[config.mk]
export PLATFORM = sky130hd
export DESIGN_NAME = pspc_ctrl
export DESIGN_NICKNAME = d
export VERILOG_FILES = /design/src/pspc_pkg.sv /design/src/pspc_ctrl.sv
export SDC_FILE = /design/constraint.sdc
export NUM_CORES = 1
export LEC_CHECK = 0
export ABC_AREA = 1
export BUFFER_PORTS_ARGS = -buffer_cell sky130_fd_sc_hd__buf_2
export CAP_MARGIN = 25
export CORE_UTILIZATION = 56
export DETAILED_ROUTE_END_ITERATION = 8
export MAX_ROUTING_LAYER = met4
export PLACE_DENSITY_LB_ADDON = 0.1
export SLEW_MARGIN = 10
export SYNTH_ARGS = -nofsm -noshare
export SYNTH_HDL_FRONTEND = slang
export SYNTH_SLANG_ARGS = --single-unit
[constraint.sdc]
create_clock -name clock -period 4.2 [get_ports clock]
set_input_delay 0.21 -clock clock [delete_from_list [all_inputs] [get_ports clock]]
set_output_delay 0.21 -clock clock [all_outputs]
set_load 0.01 [all_outputs]
[src/pspc_pkg.sv]
// Constants, types and register map of the pump staging and slow-fill block.
// Assumes one 50 MHz clock; pressures and speeds are unsigned 16-bit counts.
package pspc_pkg;

   localparam int CLK_PERIOD_NS = 20;
   localparam int TICK_PERIOD_S = 1;
   localparam int SEC_CYCLES = TICK_PERIOD_S * 1000000000 / CLK_PERIOD_NS;
   localparam logic [5:0] SECS_PER_MIN = 6'h3C;
   localparam logic [1:0] MAX_AUX = 2'h2;

   // Register byte offsets
   localparam logic [7:0] A_MODE = 8'h00;
   localparam logic [7:0] A_TARGET = 8'h04;
   localparam logic [7:0] A_FILL = 8'h08;
   localparam logic [7:0] A_FILL_TIME = 8'h0C;
   localparam logic [7:0] A_ENGAGE = 8'h10;
   localparam logic [7:0] A_RELEASE = 8'h14;
   localparam logic [7:0] A_RISE = 8'h18;
   localparam logic [7:0] A_LIMITS = 8'h1C;
   localparam logic [7:0] A_DELAYS = 8'h20;
   localparam logic [7:0] A_HOLDS = 8'h24;
   localparam logic [7:0] A_STATUS = 8'h28;

   // Field positions
   localparam int MODE_AUX_LSB = 0;
   localparam int MODE_CP_BIT = 2;
   localparam int HI_LSB = 16;
   localparam int STAT_RELAY_LSB = 0;
   localparam int STAT_STATE_LSB = 2;
   localparam int STAT_FILL_BIT = 4;

   // Reset values
   localparam logic [15:0] RST_TARGET = 16'h0032;
   localparam logic [15:0] RST_MIN_F = 16'h001E;
   localparam logic [15:0] RST_MAX_F = 16'h003C;
   localparam logic [15:0] RST_OFFSET = 16'h0005;
   localparam logic [15:0] RST_TIME = 16'h000A;

   typedef enum logic [1:0] {
      PSPC_RUN_OFF = 2'b00,
      PSPC_RUN_AUTO = 2'b01,
      PSPC_RUN_MANUAL = 2'b10,
      PSPC_RUN_BAD = 2'b11
   } pspc_run_t;

   typedef enum logic [1:0] {
      PSPC_CP_NORMAL = 2'b00,
      PSPC_ENGAGE_HOLD = 2'b01,
      PSPC_RELEASE_HOLD = 2'b10
   } pspc_ll_t;

   typedef struct packed {
      logic [1:0] aux_count;
      logic cp_sel;
      logic [15:0] target;
      logic [15:0] slow_fill_exit_pressure;
      logic [15:0] slow_fill_speed_cap;
      logic [7:0] fill_minutes;
      logic [15:0] engage_pressure_offset;
      logic [15:0] engage_speed_drop;
      logic [15:0] release_pressure_offset;
      logic [15:0] release_speed_window;
      logic [15:0] release_speed_rise;
      logic [15:0] min_speed;
      logic [15:0] max_speed;
      logic [15:0] engage_delay;
      logic [15:0] release_delay;
      logic [15:0] engage_hold_time;
      logic [15:0] release_hold_time;
   } pspc_cfg_t;

   typedef struct packed {
      pspc_run_t run;
      logic [15:0] pressure;
      logic [15:0] loop_speed;
      logic [1:0] relay_func;
   } pspc_plant_t;

   typedef struct packed {
      pspc_cfg_t cfg;
      logic [31:0] hrdata;
      logic wr_pend;
      logic [7:0] wr_addr;
      logic [31:0] presc;
      logic fill_act;
      logic [5:0] fill_sec;
      logic [7:0] fill_min;
      logic prev_run;
      pspc_ll_t st;
      logic [1:0] aux_on;
      logic [15:0] eng_tmr;
      logic [15:0] rel_tmr;
      logic [15:0] hold_tmr;
      logic [15:0] speed;
      logic [1:0] relay;
   } pspc_state_t;

endpackage

[src/pspc_ctrl.sv]
// Slow-fill and auxiliary pump staging controller with an AHB-Lite slave.
// Pressure, run mode, loop speed and relay requests come from same-clock
// logic; relay outputs drive external starters.
//
// Register access over AHB-Lite and the placing of the registers were left to the implementer.
`timescale 1ns/100ps
`default_nettype none

module pspc_ctrl #(
   parameter int SEC_CYCLES = pspc_pkg::SEC_CYCLES
) (
   input wire logic clock,
   input wire logic rst_b,
   input wire logic ce,
   input wire logic hsel,
   input wire logic [31:0] haddr,
   input wire logic [1:0] htrans,
   input wire logic hwrite,
   input wire logic [2:0] hsize,
   input wire logic [31:0] hwdata,
   input wire logic hready,
   output logic [31:0] hrdata,
   output logic hreadyout,
   output logic hresp,
   input wire pspc_pkg::pspc_plant_t plant,
   output logic [15:0] speed_cmd,
   output logic aux_relay_first_contact,
   output logic aux_relay_second_contact,
   output logic slow_fill_active
);

   pspc_pkg::pspc_state_t s_ff;
   pspc_pkg::pspc_state_t nxt_s;
   logic tick;
   logic run_now;
   logic ll_sel;
   logic ll_on;
   logic [1:0] limit;
   logic low_p;
   logic high_p;
   logic in_win;
   logic stage_go;
   logic release_go;
   logic [15:0] hold_need;
   logic [15:0] spd;
   logic [31:0] status;
   logic addr_ok;

   function automatic logic [15:0] sat_sub(input logic [15:0] a,
                                           input logic [15:0] b);
      sat_sub = (a > b) ? a - b : 16'h0000;
   endfunction

   function automatic logic [15:0] sat_add(input logic [15:0] a,
                                           input logic [15:0] b);
      logic [16:0] sum;
      sum = {1'b0, a} + {1'b0, b};
      sat_add = sum[16] ? 16'hFFFF : sum[15:0];
   endfunction

   function automatic logic [31:0] rd(input logic [7:0] a,
                                      input pspc_pkg::pspc_cfg_t c,
                                      input logic [31:0] stat);
      unique case (a)
         pspc_pkg::A_MODE: rd = {29'h0, c.cp_sel, c.aux_count};
         pspc_pkg::A_TARGET: rd = {16'h0000, c.target};
         pspc_pkg::A_FILL: rd = {c.slow_fill_speed_cap,
                                 c.slow_fill_exit_pressure};
         pspc_pkg::A_FILL_TIME: rd = {24'h0, c.fill_minutes};
         pspc_pkg::A_ENGAGE: rd = {c.engage_speed_drop,
                                   c.engage_pressure_offset};
         pspc_pkg::A_RELEASE: rd = {c.release_speed_window,
                                    c.release_pressure_offset};
         pspc_pkg::A_RISE: rd = {16'h0000, c.release_speed_rise};
         pspc_pkg::A_LIMITS: rd = {c.max_speed, c.min_speed};
         pspc_pkg::A_DELAYS: rd = {c.release_delay, c.engage_delay};
         pspc_pkg::A_HOLDS: rd = {c.release_hold_time, c.engage_hold_time};
         pspc_pkg::A_STATUS: rd = stat;
         default: rd = 32'h0000_0000;
      endcase
   endfunction

   // Plain word registers only, so the slave never stretches a transfer
   assign hreadyout = 1'b1;
   assign hresp = 1'b0;
   assign hrdata = s_ff.hrdata;
   assign speed_cmd = s_ff.speed;
   assign aux_relay_first_contact = s_ff.relay[0];
   assign aux_relay_second_contact = s_ff.relay[1];
   assign slow_fill_active = s_ff.fill_act;

   always_comb begin
      nxt_s = s_ff;
      addr_ok = (haddr[31:8] == 24'h00_0000);
      status = 32'h0000_0000;
      status[pspc_pkg::STAT_RELAY_LSB +: 2] = s_ff.relay;
      status[pspc_pkg::STAT_STATE_LSB +: 2] = s_ff.st;
      status[pspc_pkg::STAT_FILL_BIT] = s_ff.fill_act;
      status[pspc_pkg::HI_LSB +: 16] = s_ff.speed;

      // Bus data phase of a write
      if (s_ff.wr_pend) begin
         unique case (s_ff.wr_addr)
            pspc_pkg::A_MODE: begin
               nxt_s.cfg.aux_count = hwdata[pspc_pkg::MODE_AUX_LSB +: 2];
               nxt_s.cfg.cp_sel = hwdata[pspc_pkg::MODE_CP_BIT];
            end
            pspc_pkg::A_TARGET: nxt_s.cfg.target = hwdata[15:0];
            pspc_pkg::A_FILL: begin
               nxt_s.cfg.slow_fill_exit_pressure = hwdata[15:0];
               nxt_s.cfg.slow_fill_speed_cap = hwdata[31:16];
            end
            pspc_pkg::A_FILL_TIME: nxt_s.cfg.fill_minutes = hwdata[7:0];
            pspc_pkg::A_ENGAGE: begin
               nxt_s.cfg.engage_pressure_offset = hwdata[15:0];
               nxt_s.cfg.engage_speed_drop = hwdata[31:16];
            end
            pspc_pkg::A_RELEASE: begin
               nxt_s.cfg.release_pressure_offset = hwdata[15:0];
               nxt_s.cfg.release_speed_window = hwdata[31:16];
            end
            pspc_pkg::A_RISE: nxt_s.cfg.release_speed_rise = hwdata[15:0];
            pspc_pkg::A_LIMITS: begin
               nxt_s.cfg.min_speed = hwdata[15:0];
               nxt_s.cfg.max_speed = hwdata[31:16];
            end
            pspc_pkg::A_DELAYS: begin
               nxt_s.cfg.engage_delay = hwdata[15:0];
               nxt_s.cfg.release_delay = hwdata[31:16];
            end
            pspc_pkg::A_HOLDS: begin
               nxt_s.cfg.engage_hold_time = hwdata[15:0];
               nxt_s.cfg.release_hold_time = hwdata[31:16];
            end
            default: ;
         endcase
      end

      // Bus address phase
      nxt_s.wr_pend = hsel && htrans[1] && hready && hwrite && addr_ok;
      nxt_s.wr_addr = haddr[7:0];
      if (hsel && htrans[1] && hready && !hwrite) begin
         nxt_s.hrdata = addr_ok ? rd(haddr[7:0], s_ff.cfg, status)
                                : 32'h0000_0000;
      end

      // One-second time base
      tick = (s_ff.presc == 32'(SEC_CYCLES - 1));
      nxt_s.presc = tick ? 32'h0000_0000 : s_ff.presc + 32'h0000_0001;

      run_now = (plant.run == pspc_pkg::PSPC_RUN_AUTO) ||
                (plant.run == pspc_pkg::PSPC_RUN_MANUAL);
      nxt_s.prev_run = run_now;

      // Slow fill
      if (s_ff.cfg.fill_minutes == 8'h00 || !run_now ||
          plant.pressure > s_ff.cfg.slow_fill_exit_pressure) begin
         nxt_s.fill_act = 1'b0;
      end else if (!s_ff.prev_run) begin
         nxt_s.fill_act = 1'b1;
         nxt_s.fill_sec = 6'h00;
         nxt_s.fill_min = 8'h00;
      end else if (s_ff.fill_act && tick) begin
         if (s_ff.fill_sec == pspc_pkg::SECS_PER_MIN - 6'h01) begin
            nxt_s.fill_sec = 6'h00;
            nxt_s.fill_min = s_ff.fill_min + 8'h01;
            if (s_ff.fill_min + 8'h01 >= s_ff.cfg.fill_minutes) begin
               nxt_s.fill_act = 1'b0;
            end
         end else begin
            nxt_s.fill_sec = s_ff.fill_sec + 6'h01;
         end
      end

      // Lead/lag needs constant-pressure configuration and a pump count
      ll_sel = s_ff.cfg.cp_sel && (s_ff.cfg.aux_count != 2'h0);
      ll_on = ll_sel && run_now;
      limit = (s_ff.cfg.aux_count > pspc_pkg::MAX_AUX) ? pspc_pkg::MAX_AUX
                                                      : s_ff.cfg.aux_count;
      low_p = plant.pressure <= sat_sub(s_ff.cfg.target,
                                        s_ff.cfg.engage_pressure_offset);
      high_p = plant.pressure >= sat_add(s_ff.cfg.target,
                                         s_ff.cfg.release_pressure_offset);
      in_win = (s_ff.speed >= s_ff.cfg.min_speed) &&
               (s_ff.speed <= sat_add(s_ff.cfg.min_speed,
                                      s_ff.cfg.release_speed_window));

      // Delay timers restart whenever their pressure condition lapses
      if (!ll_on || !low_p || s_ff.st != pspc_pkg::PSPC_CP_NORMAL) begin
         nxt_s.eng_tmr = 16'h0000;
      end else if (tick && s_ff.eng_tmr != 16'hFFFF) begin
         nxt_s.eng_tmr = s_ff.eng_tmr + 16'h0001;
      end
      if (!ll_on || !high_p || s_ff.st != pspc_pkg::PSPC_CP_NORMAL) begin
         nxt_s.rel_tmr = 16'h0000;
      end else if (tick && s_ff.rel_tmr != 16'hFFFF) begin
         nxt_s.rel_tmr = s_ff.rel_tmr + 16'h0001;
      end

      stage_go = ll_on && (s_ff.st == pspc_pkg::PSPC_CP_NORMAL) && low_p &&
                 (s_ff.eng_tmr >= s_ff.cfg.engage_delay) &&
                 (s_ff.aux_on < limit);
      release_go = ll_on && (s_ff.st == pspc_pkg::PSPC_CP_NORMAL) &&
                   !stage_go && high_p && in_win &&
                   (s_ff.rel_tmr >= s_ff.cfg.release_delay) &&
                   (s_ff.aux_on != 2'h0);
      hold_need = (s_ff.st == pspc_pkg::PSPC_ENGAGE_HOLD) ?
                  s_ff.cfg.engage_hold_time : s_ff.cfg.release_hold_time;

      if (!ll_on) begin
         nxt_s.st = pspc_pkg::PSPC_CP_NORMAL;
         nxt_s.aux_on = 2'h0;
         nxt_s.hold_tmr = 16'h0000;
      end else begin
         unique case (s_ff.st)
            pspc_pkg::PSPC_CP_NORMAL: begin
               nxt_s.hold_tmr = 16'h0000;
               if (stage_go) begin
                  nxt_s.aux_on = s_ff.aux_on + 2'h1;
                  nxt_s.st = pspc_pkg::PSPC_ENGAGE_HOLD;
               end else if (release_go) begin
                  nxt_s.aux_on = s_ff.aux_on - 2'h1;
                  nxt_s.st = pspc_pkg::PSPC_RELEASE_HOLD;
               end else if (s_ff.aux_on > limit) begin
                  nxt_s.aux_on = limit;
               end
            end
            pspc_pkg::PSPC_ENGAGE_HOLD,
            pspc_pkg::PSPC_RELEASE_HOLD: begin
               if (s_ff.hold_tmr >= hold_need) begin
                  nxt_s.st = pspc_pkg::PSPC_CP_NORMAL;
                  nxt_s.hold_tmr = 16'h0000;
               end else if (tick) begin
                  nxt_s.hold_tmr = s_ff.hold_tmr + 16'h0001;
               end
            end
            default: nxt_s.st = pspc_pkg::PSPC_CP_NORMAL;
         endcase
      end

      // Relays follow the pump count; other relay duties yield to lead/lag
      if (ll_sel) begin
         nxt_s.relay = {nxt_s.aux_on >= 2'h2, nxt_s.aux_on >= 2'h1};
      end else begin
         nxt_s.relay = plant.relay_func;
      end

      // Speed follows the registered state, so it moves one cycle after
      // the relay and the contact always leads the speed step
      unique case (s_ff.st)
         pspc_pkg::PSPC_ENGAGE_HOLD:
            spd = sat_sub(s_ff.cfg.max_speed,
                          s_ff.cfg.engage_speed_drop);
         pspc_pkg::PSPC_RELEASE_HOLD:
            spd = sat_add(s_ff.cfg.min_speed,
                          s_ff.cfg.release_speed_rise);
         default: spd = plant.loop_speed;
      endcase
      if (!run_now) begin
         spd = 16'h0000;
      end else if (nxt_s.fill_act && spd > s_ff.cfg.slow_fill_speed_cap) begin
         spd = s_ff.cfg.slow_fill_speed_cap;
      end
      nxt_s.speed = spd;
   end

   always_ff @(posedge clock) begin
      if (!rst_b) begin
         s_ff <= '0;
         s_ff.cfg.target <= pspc_pkg::RST_TARGET;
         s_ff.cfg.min_speed <= pspc_pkg::RST_MIN_F;
         s_ff.cfg.max_speed <= pspc_pkg::RST_MAX_F;
         s_ff.cfg.engage_pressure_offset <= pspc_pkg::RST_OFFSET;
         s_ff.cfg.release_pressure_offset <= pspc_pkg::RST_OFFSET;
         s_ff.cfg.engage_delay <= pspc_pkg::RST_TIME;
         s_ff.cfg.release_delay <= pspc_pkg::RST_TIME;
         s_ff.cfg.engage_hold_time <= pspc_pkg::RST_TIME;
         s_ff.cfg.release_hold_time <= pspc_pkg::RST_TIME;
      end else if (ce) begin
         s_ff <= nxt_s;
      end
   end

   a_fill_zero_off: assert property (
      @(posedge clock) disable iff (!rst_b)
      (ce && s_ff.cfg.fill_minutes == 8'h00) |=> !s_ff.fill_act)
      else $error("slow fill active with zero duration");

   a_fill_cap_held: assert property (
      @(posedge clock) disable iff (!rst_b)
      (ce && nxt_s.fill_act) |->
      nxt_s.speed <= s_ff.cfg.slow_fill_speed_cap)
      else $error("speed above slow-fill cap");

   a_fill_exit_now: assert property (
      @(posedge clock) disable iff (!rst_b)
      (ce && s_ff.fill_act &&
       plant.pressure > s_ff.cfg.slow_fill_exit_pressure) |=>
      !s_ff.fill_act)
      else $error("slow fill not ended above exit pressure");

   a_fill_start_run: assert property (
      @(posedge clock) disable iff (!rst_b)
      (ce && !s_ff.prev_run && run_now && s_ff.cfg.fill_minutes != 8'h00 &&
       plant.pressure <= s_ff.cfg.slow_fill_exit_pressure) |=>
      s_ff.fill_act)
      else $error("slow fill not started on run");

   a_relay_order: assert property (
      @(posedge clock) disable iff (!rst_b)
      s_ff.cfg.cp_sel && s_ff.cfg.aux_count != 2'h0 && ce |=>
      !(s_ff.relay[1] && !s_ff.relay[0]))
      else $error("second relay closed before first");

   a_stage_guard: assert property (
      @(posedge clock) disable iff (!rst_b)
      stage_go |-> low_p && s_ff.eng_tmr >= s_ff.cfg.engage_delay)
      else $error("engage without pressure and delay");

   a_stage_step: assert property (
      @(posedge clock) disable iff (!rst_b)
      (ce && stage_go) |=>
      s_ff.aux_on == $past(s_ff.aux_on) + 2'h1 &&
      s_ff.st == pspc_pkg::PSPC_ENGAGE_HOLD)
      else $error("engage did not add exactly one pump");

   a_release_guard: assert property (
      @(posedge clock) disable iff (!rst_b)
      release_go |-> high_p && in_win &&
      s_ff.rel_tmr >= s_ff.cfg.release_delay)
      else $error("release without all three conditions");

   a_release_step: assert property (
      @(posedge clock) disable iff (!rst_b)
      (ce && release_go) |=>
      s_ff.aux_on == $past(s_ff.aux_on) - 2'h1 &&
      s_ff.st == pspc_pkg::PSPC_RELEASE_HOLD)
      else $error("release did not drop exactly one pump");

   a_engage_speed: assert property (
      @(posedge clock) disable iff (!rst_b)
      (ce && run_now && s_ff.st == pspc_pkg::PSPC_ENGAGE_HOLD &&
       !nxt_s.fill_act) |->
      nxt_s.speed == sat_sub(s_ff.cfg.max_speed,
                             s_ff.cfg.engage_speed_drop))
      else $error("engage hold speed wrong");

   a_release_speed: assert property (
      @(posedge clock) disable iff (!rst_b)
      (ce && run_now && s_ff.st == pspc_pkg::PSPC_RELEASE_HOLD &&
       !nxt_s.fill_act) |->
      nxt_s.speed == sat_add(s_ff.cfg.min_speed,
                             s_ff.cfg.release_speed_rise))
      else $error("release hold speed wrong");

   a_hold_count_kept: assert property (
      @(posedge clock) disable iff (!rst_b)
      (ce && ll_on && s_ff.st != pspc_pkg::PSPC_CP_NORMAL) |=>
      s_ff.aux_on == $past(s_ff.aux_on))
      else $error("pump count moved during a hold");

   a_aux_count_max: assert property (
      @(posedge clock) disable iff (!rst_b)
      s_ff.aux_on <= pspc_pkg::MAX_AUX)
      else $error("more aux pumps on than allowed");

   a_relay_follow_func: assert property (
      @(posedge clock) disable iff (!rst_b)
      (ce && !ll_sel) |=>
      {aux_relay_second_contact, aux_relay_first_contact} ==
      $past(plant.relay_func))
      else $error("relays do not follow their own duty");

   a_off_speed_zero: assert property (
      @(posedge clock) disable iff (!rst_b)
      (ce && !run_now) |=> speed_cmd == 16'h0000)
      else $error("speed command not zero while off");

endmodule

`default_nettype wire

==> metrics.cfg <==
[final_layout]
layout_common_cells = nand2_1, a21oi_1, inv_1, dfxtp_1, buf_4
syn2layout_area_growth_pct = 23.9
drive_gt1_share_pct = 21.6
nets = 4346
final_common_cell = nand2_1

[floorplanning]
fp.dieArea_um2 = 46400
start_util_pct = 57.2
core_um2 = 44600
die_y_um = 215
rows = 77
io_pins = 164
die_w_um = 215

[clocking]
cts_tree = built
cts.path.max_buffers = 3
clock-sinks = 394
clock_latency_ns = 0.60
htree_num_levels = 2
clk_transition_reported_paths_ns = 0.06
cts_root_buffer = clkbuf_16
cts_buffers = 44

[setup_path]
arrival_ns = 4.81
r2r_slack_ns = -0.15
start_kind = flop
critical_path_peak_fanout = 4
critPathKind = flop to flop
critPathMaxStageDelay_ns = 0.36
end_kind = flop
cp_slowest_cell = ha_1
regToRegStartpoint = s_ff[242]$_SDFFE_PN1P_
critPathLaunch = s_ff[242]$_SDFFE_PN1P_
critPathRequiredTime_ns = 4.66

[routing]
drtIter0Drc = 3399
viasPerCell = 6.09
drc = 0
wirelength_mm = 98.6
routed-via-count = 28100
first_pass_iters = 7
antenna_left = 0
routedWlPerCell_um = 21.4

[timing]
hold_viol_final = 0
maxSlewViolCount = 0
worst_slew_pin_slew_ns = 1.12
post-route-period-util_pct = 104
rsz0062_at_grt = yes
fin_crit_ns = 4.35
final-setup-viol-count = 29
fmax_mhz = 230
fin_worst_skew_ns = 0.0189
relSlewSlack_pct = 25.0
finalHoldWorstSlack_ns = 0.0274
finalWorstSetupSlack_ns = -0.150

[global_route]
grt.overflow.total = 0
grt_max_degree = 163
met2_usage_pct = 62.0
antenna_found_initial = 2
met3_usage_pct = 8.47
grt_usage_pct = 41.9
top_usage_layer = met2
grt_pass1_wl_mm = 147
grt_use_met1_pct = 56.0
grt_pass1_vias = 25600

[place]
io_buffer_count = 157
gp_congestion = 1.00
dp_hpwl_mm = 73.7

[yosys]
synth-async-reset-ratio_pct = 0
ys_seq_elements = 394
synth.distinct_cells = 59
syn-num-nets = 3980
synth_area_per_cell_um2 = 7.05
synthTopCellsByArea = dfxtp_1, ha_1, a21oi_1
synth_ff_type = dfxtp_1
synth_edf_count = 0
syn_area_um2 = 25500
netlist_instances = 3619
synth.top_cell.area_share_pct = 30.9
synth_area_leader_cell = dfxtp_1
yosys_warnings = 0
yosysSeqAreaShare_pct = 30.9

[run]
cap_violations = 0

[pwr]
pwr_density_cell_nw_per_um2 = 271
p_leak_uw = 0.0136
ir_drop_uv = 430
power.total_uw = 8560

[run_status]
outcome = finished, violations left
violations = setup timing

[min_path]
hp-class = input port to flop
hold_start = hwdata[3]

## Yosys cell counts (all sizes together), types with 2 or more instances
master   count
nand2      587
a21oi      459
inv        429
dfxtp      394
o21ai      342
nor2       333
ha         245
nand3      139
clkbuf     120
nor3        81
buf         64
nand4       52
xor2        51
o22ai       46
o211ai      43
a221oi      35
nor4        30
xnor2       27
or2         19
o2111ai     15
a21o        14
a211oi      13
a31oi        8
nand3b       8
o21a         8
o21bai       8
a21boi       7
fa           5
nor3b        5
o221ai       5
o31ai        5
a2111oi      4
o311ai       4
clkinv       3
conb         2
o41ai        2
## where the power goes
group          internal [µW]  switching [µW]  leakage, µW
combinational            260             461      0.00970
sequential              3760            44.7      0.00318
clock                   2330            1710     0.000728
## cells by family after synthesis
logic type,Yosys count,share of synthesized area [%]
AND/OR/NAND/NOR,1257,21.7
AO/OA/AOI/OAI,1022,22.4
buffers and inverters,616,9.88
flip-flops,394,30.9
adder cells (fa/ha/maj),250,12.4
XOR/XNOR,78,2.68
other,2,0.0294
## repair_timing
| action | in CTS | in global routing |
|---|---|---|
| pin swaps | 35 | 106 |
| buffers inserted | 14 | 22 |
| endpoints found under the hold margin | 39 | 0 |
| hold buffers | 20 | 0 |
| setup endpoints to repair | 54 | 54 |
| gates resized for setup | 106 | 234 |
| gates cloned | 3 | 1 |
## path summary, 6_finish.rpt
| path | cells after the start | to |
|---|---|---|
| max | 29 | aux_relay_first_contact$_SDFFE_PN0P_ |
| min | 3 | s_ff[362]$_SDFFE_PN0P_ |
| max reg2reg | 29 | aux_relay_first_contact$_SDFFE_PN0P_ |
| min reg2reg | 1 | s_ff[117]$_SDFFE_PN0P_ |
## registers in the layout, indices dropped and copies added, names as in the netlist
signal,cells
aux_relay_second_contact,1
hrdata,32
s_ff,343
speed_cmd,16
slow_fill_active,1
aux_relay_first_contact,1
## stage by stage
stage                     worst slack (ns)  util, %  setup TNS, ns  std cells  cell area (µm²)
after global routing                -0.383     70.9         -10.78       4611            31600
after floorplan                      0.274        -              0       3619            25500
after CTS                          -0.0995     68.5         -0.807       4584            30500
after detailed placement            -0.441     63.6         -16.00       4470            28400
after global placement              -0.286     63.6          -9.80       4469            28300
final                               -0.150     70.9          -1.75       4611            31600
## per-layer routing
metal | vias to the layer above | wire [µm] | part of all wire, %
met2 | 1628 | 42400 | 43
met4 | 0 | 4490 | 4.6
met5 | - | 0 | 0
li1 | 13100 | - | -
met3 | 314 | 11200 | 11
met1 | 13100 | 40500 | 41
## worst max-delay path, delay by kind of cell, from the launching register on
kind	cells	cell delay, ns
simple gates	15	1.50
compound gates	10	1.49
fa+ha+maj	2	0.67
flops	1	0.34
buf+inv	2	0.21
## area by class of cell
class	instances	area [µm²]
clock inverters	23	293
fillers	3772	13000
well taps	592	741
flip-flops and latches	394	7910
inverters	432	1640
repair buffers	504	3710
diodes	1	2.50
clock buffers	56	1190
multi-input cells	2609	16100
Power figures use the tool's default switching activity.
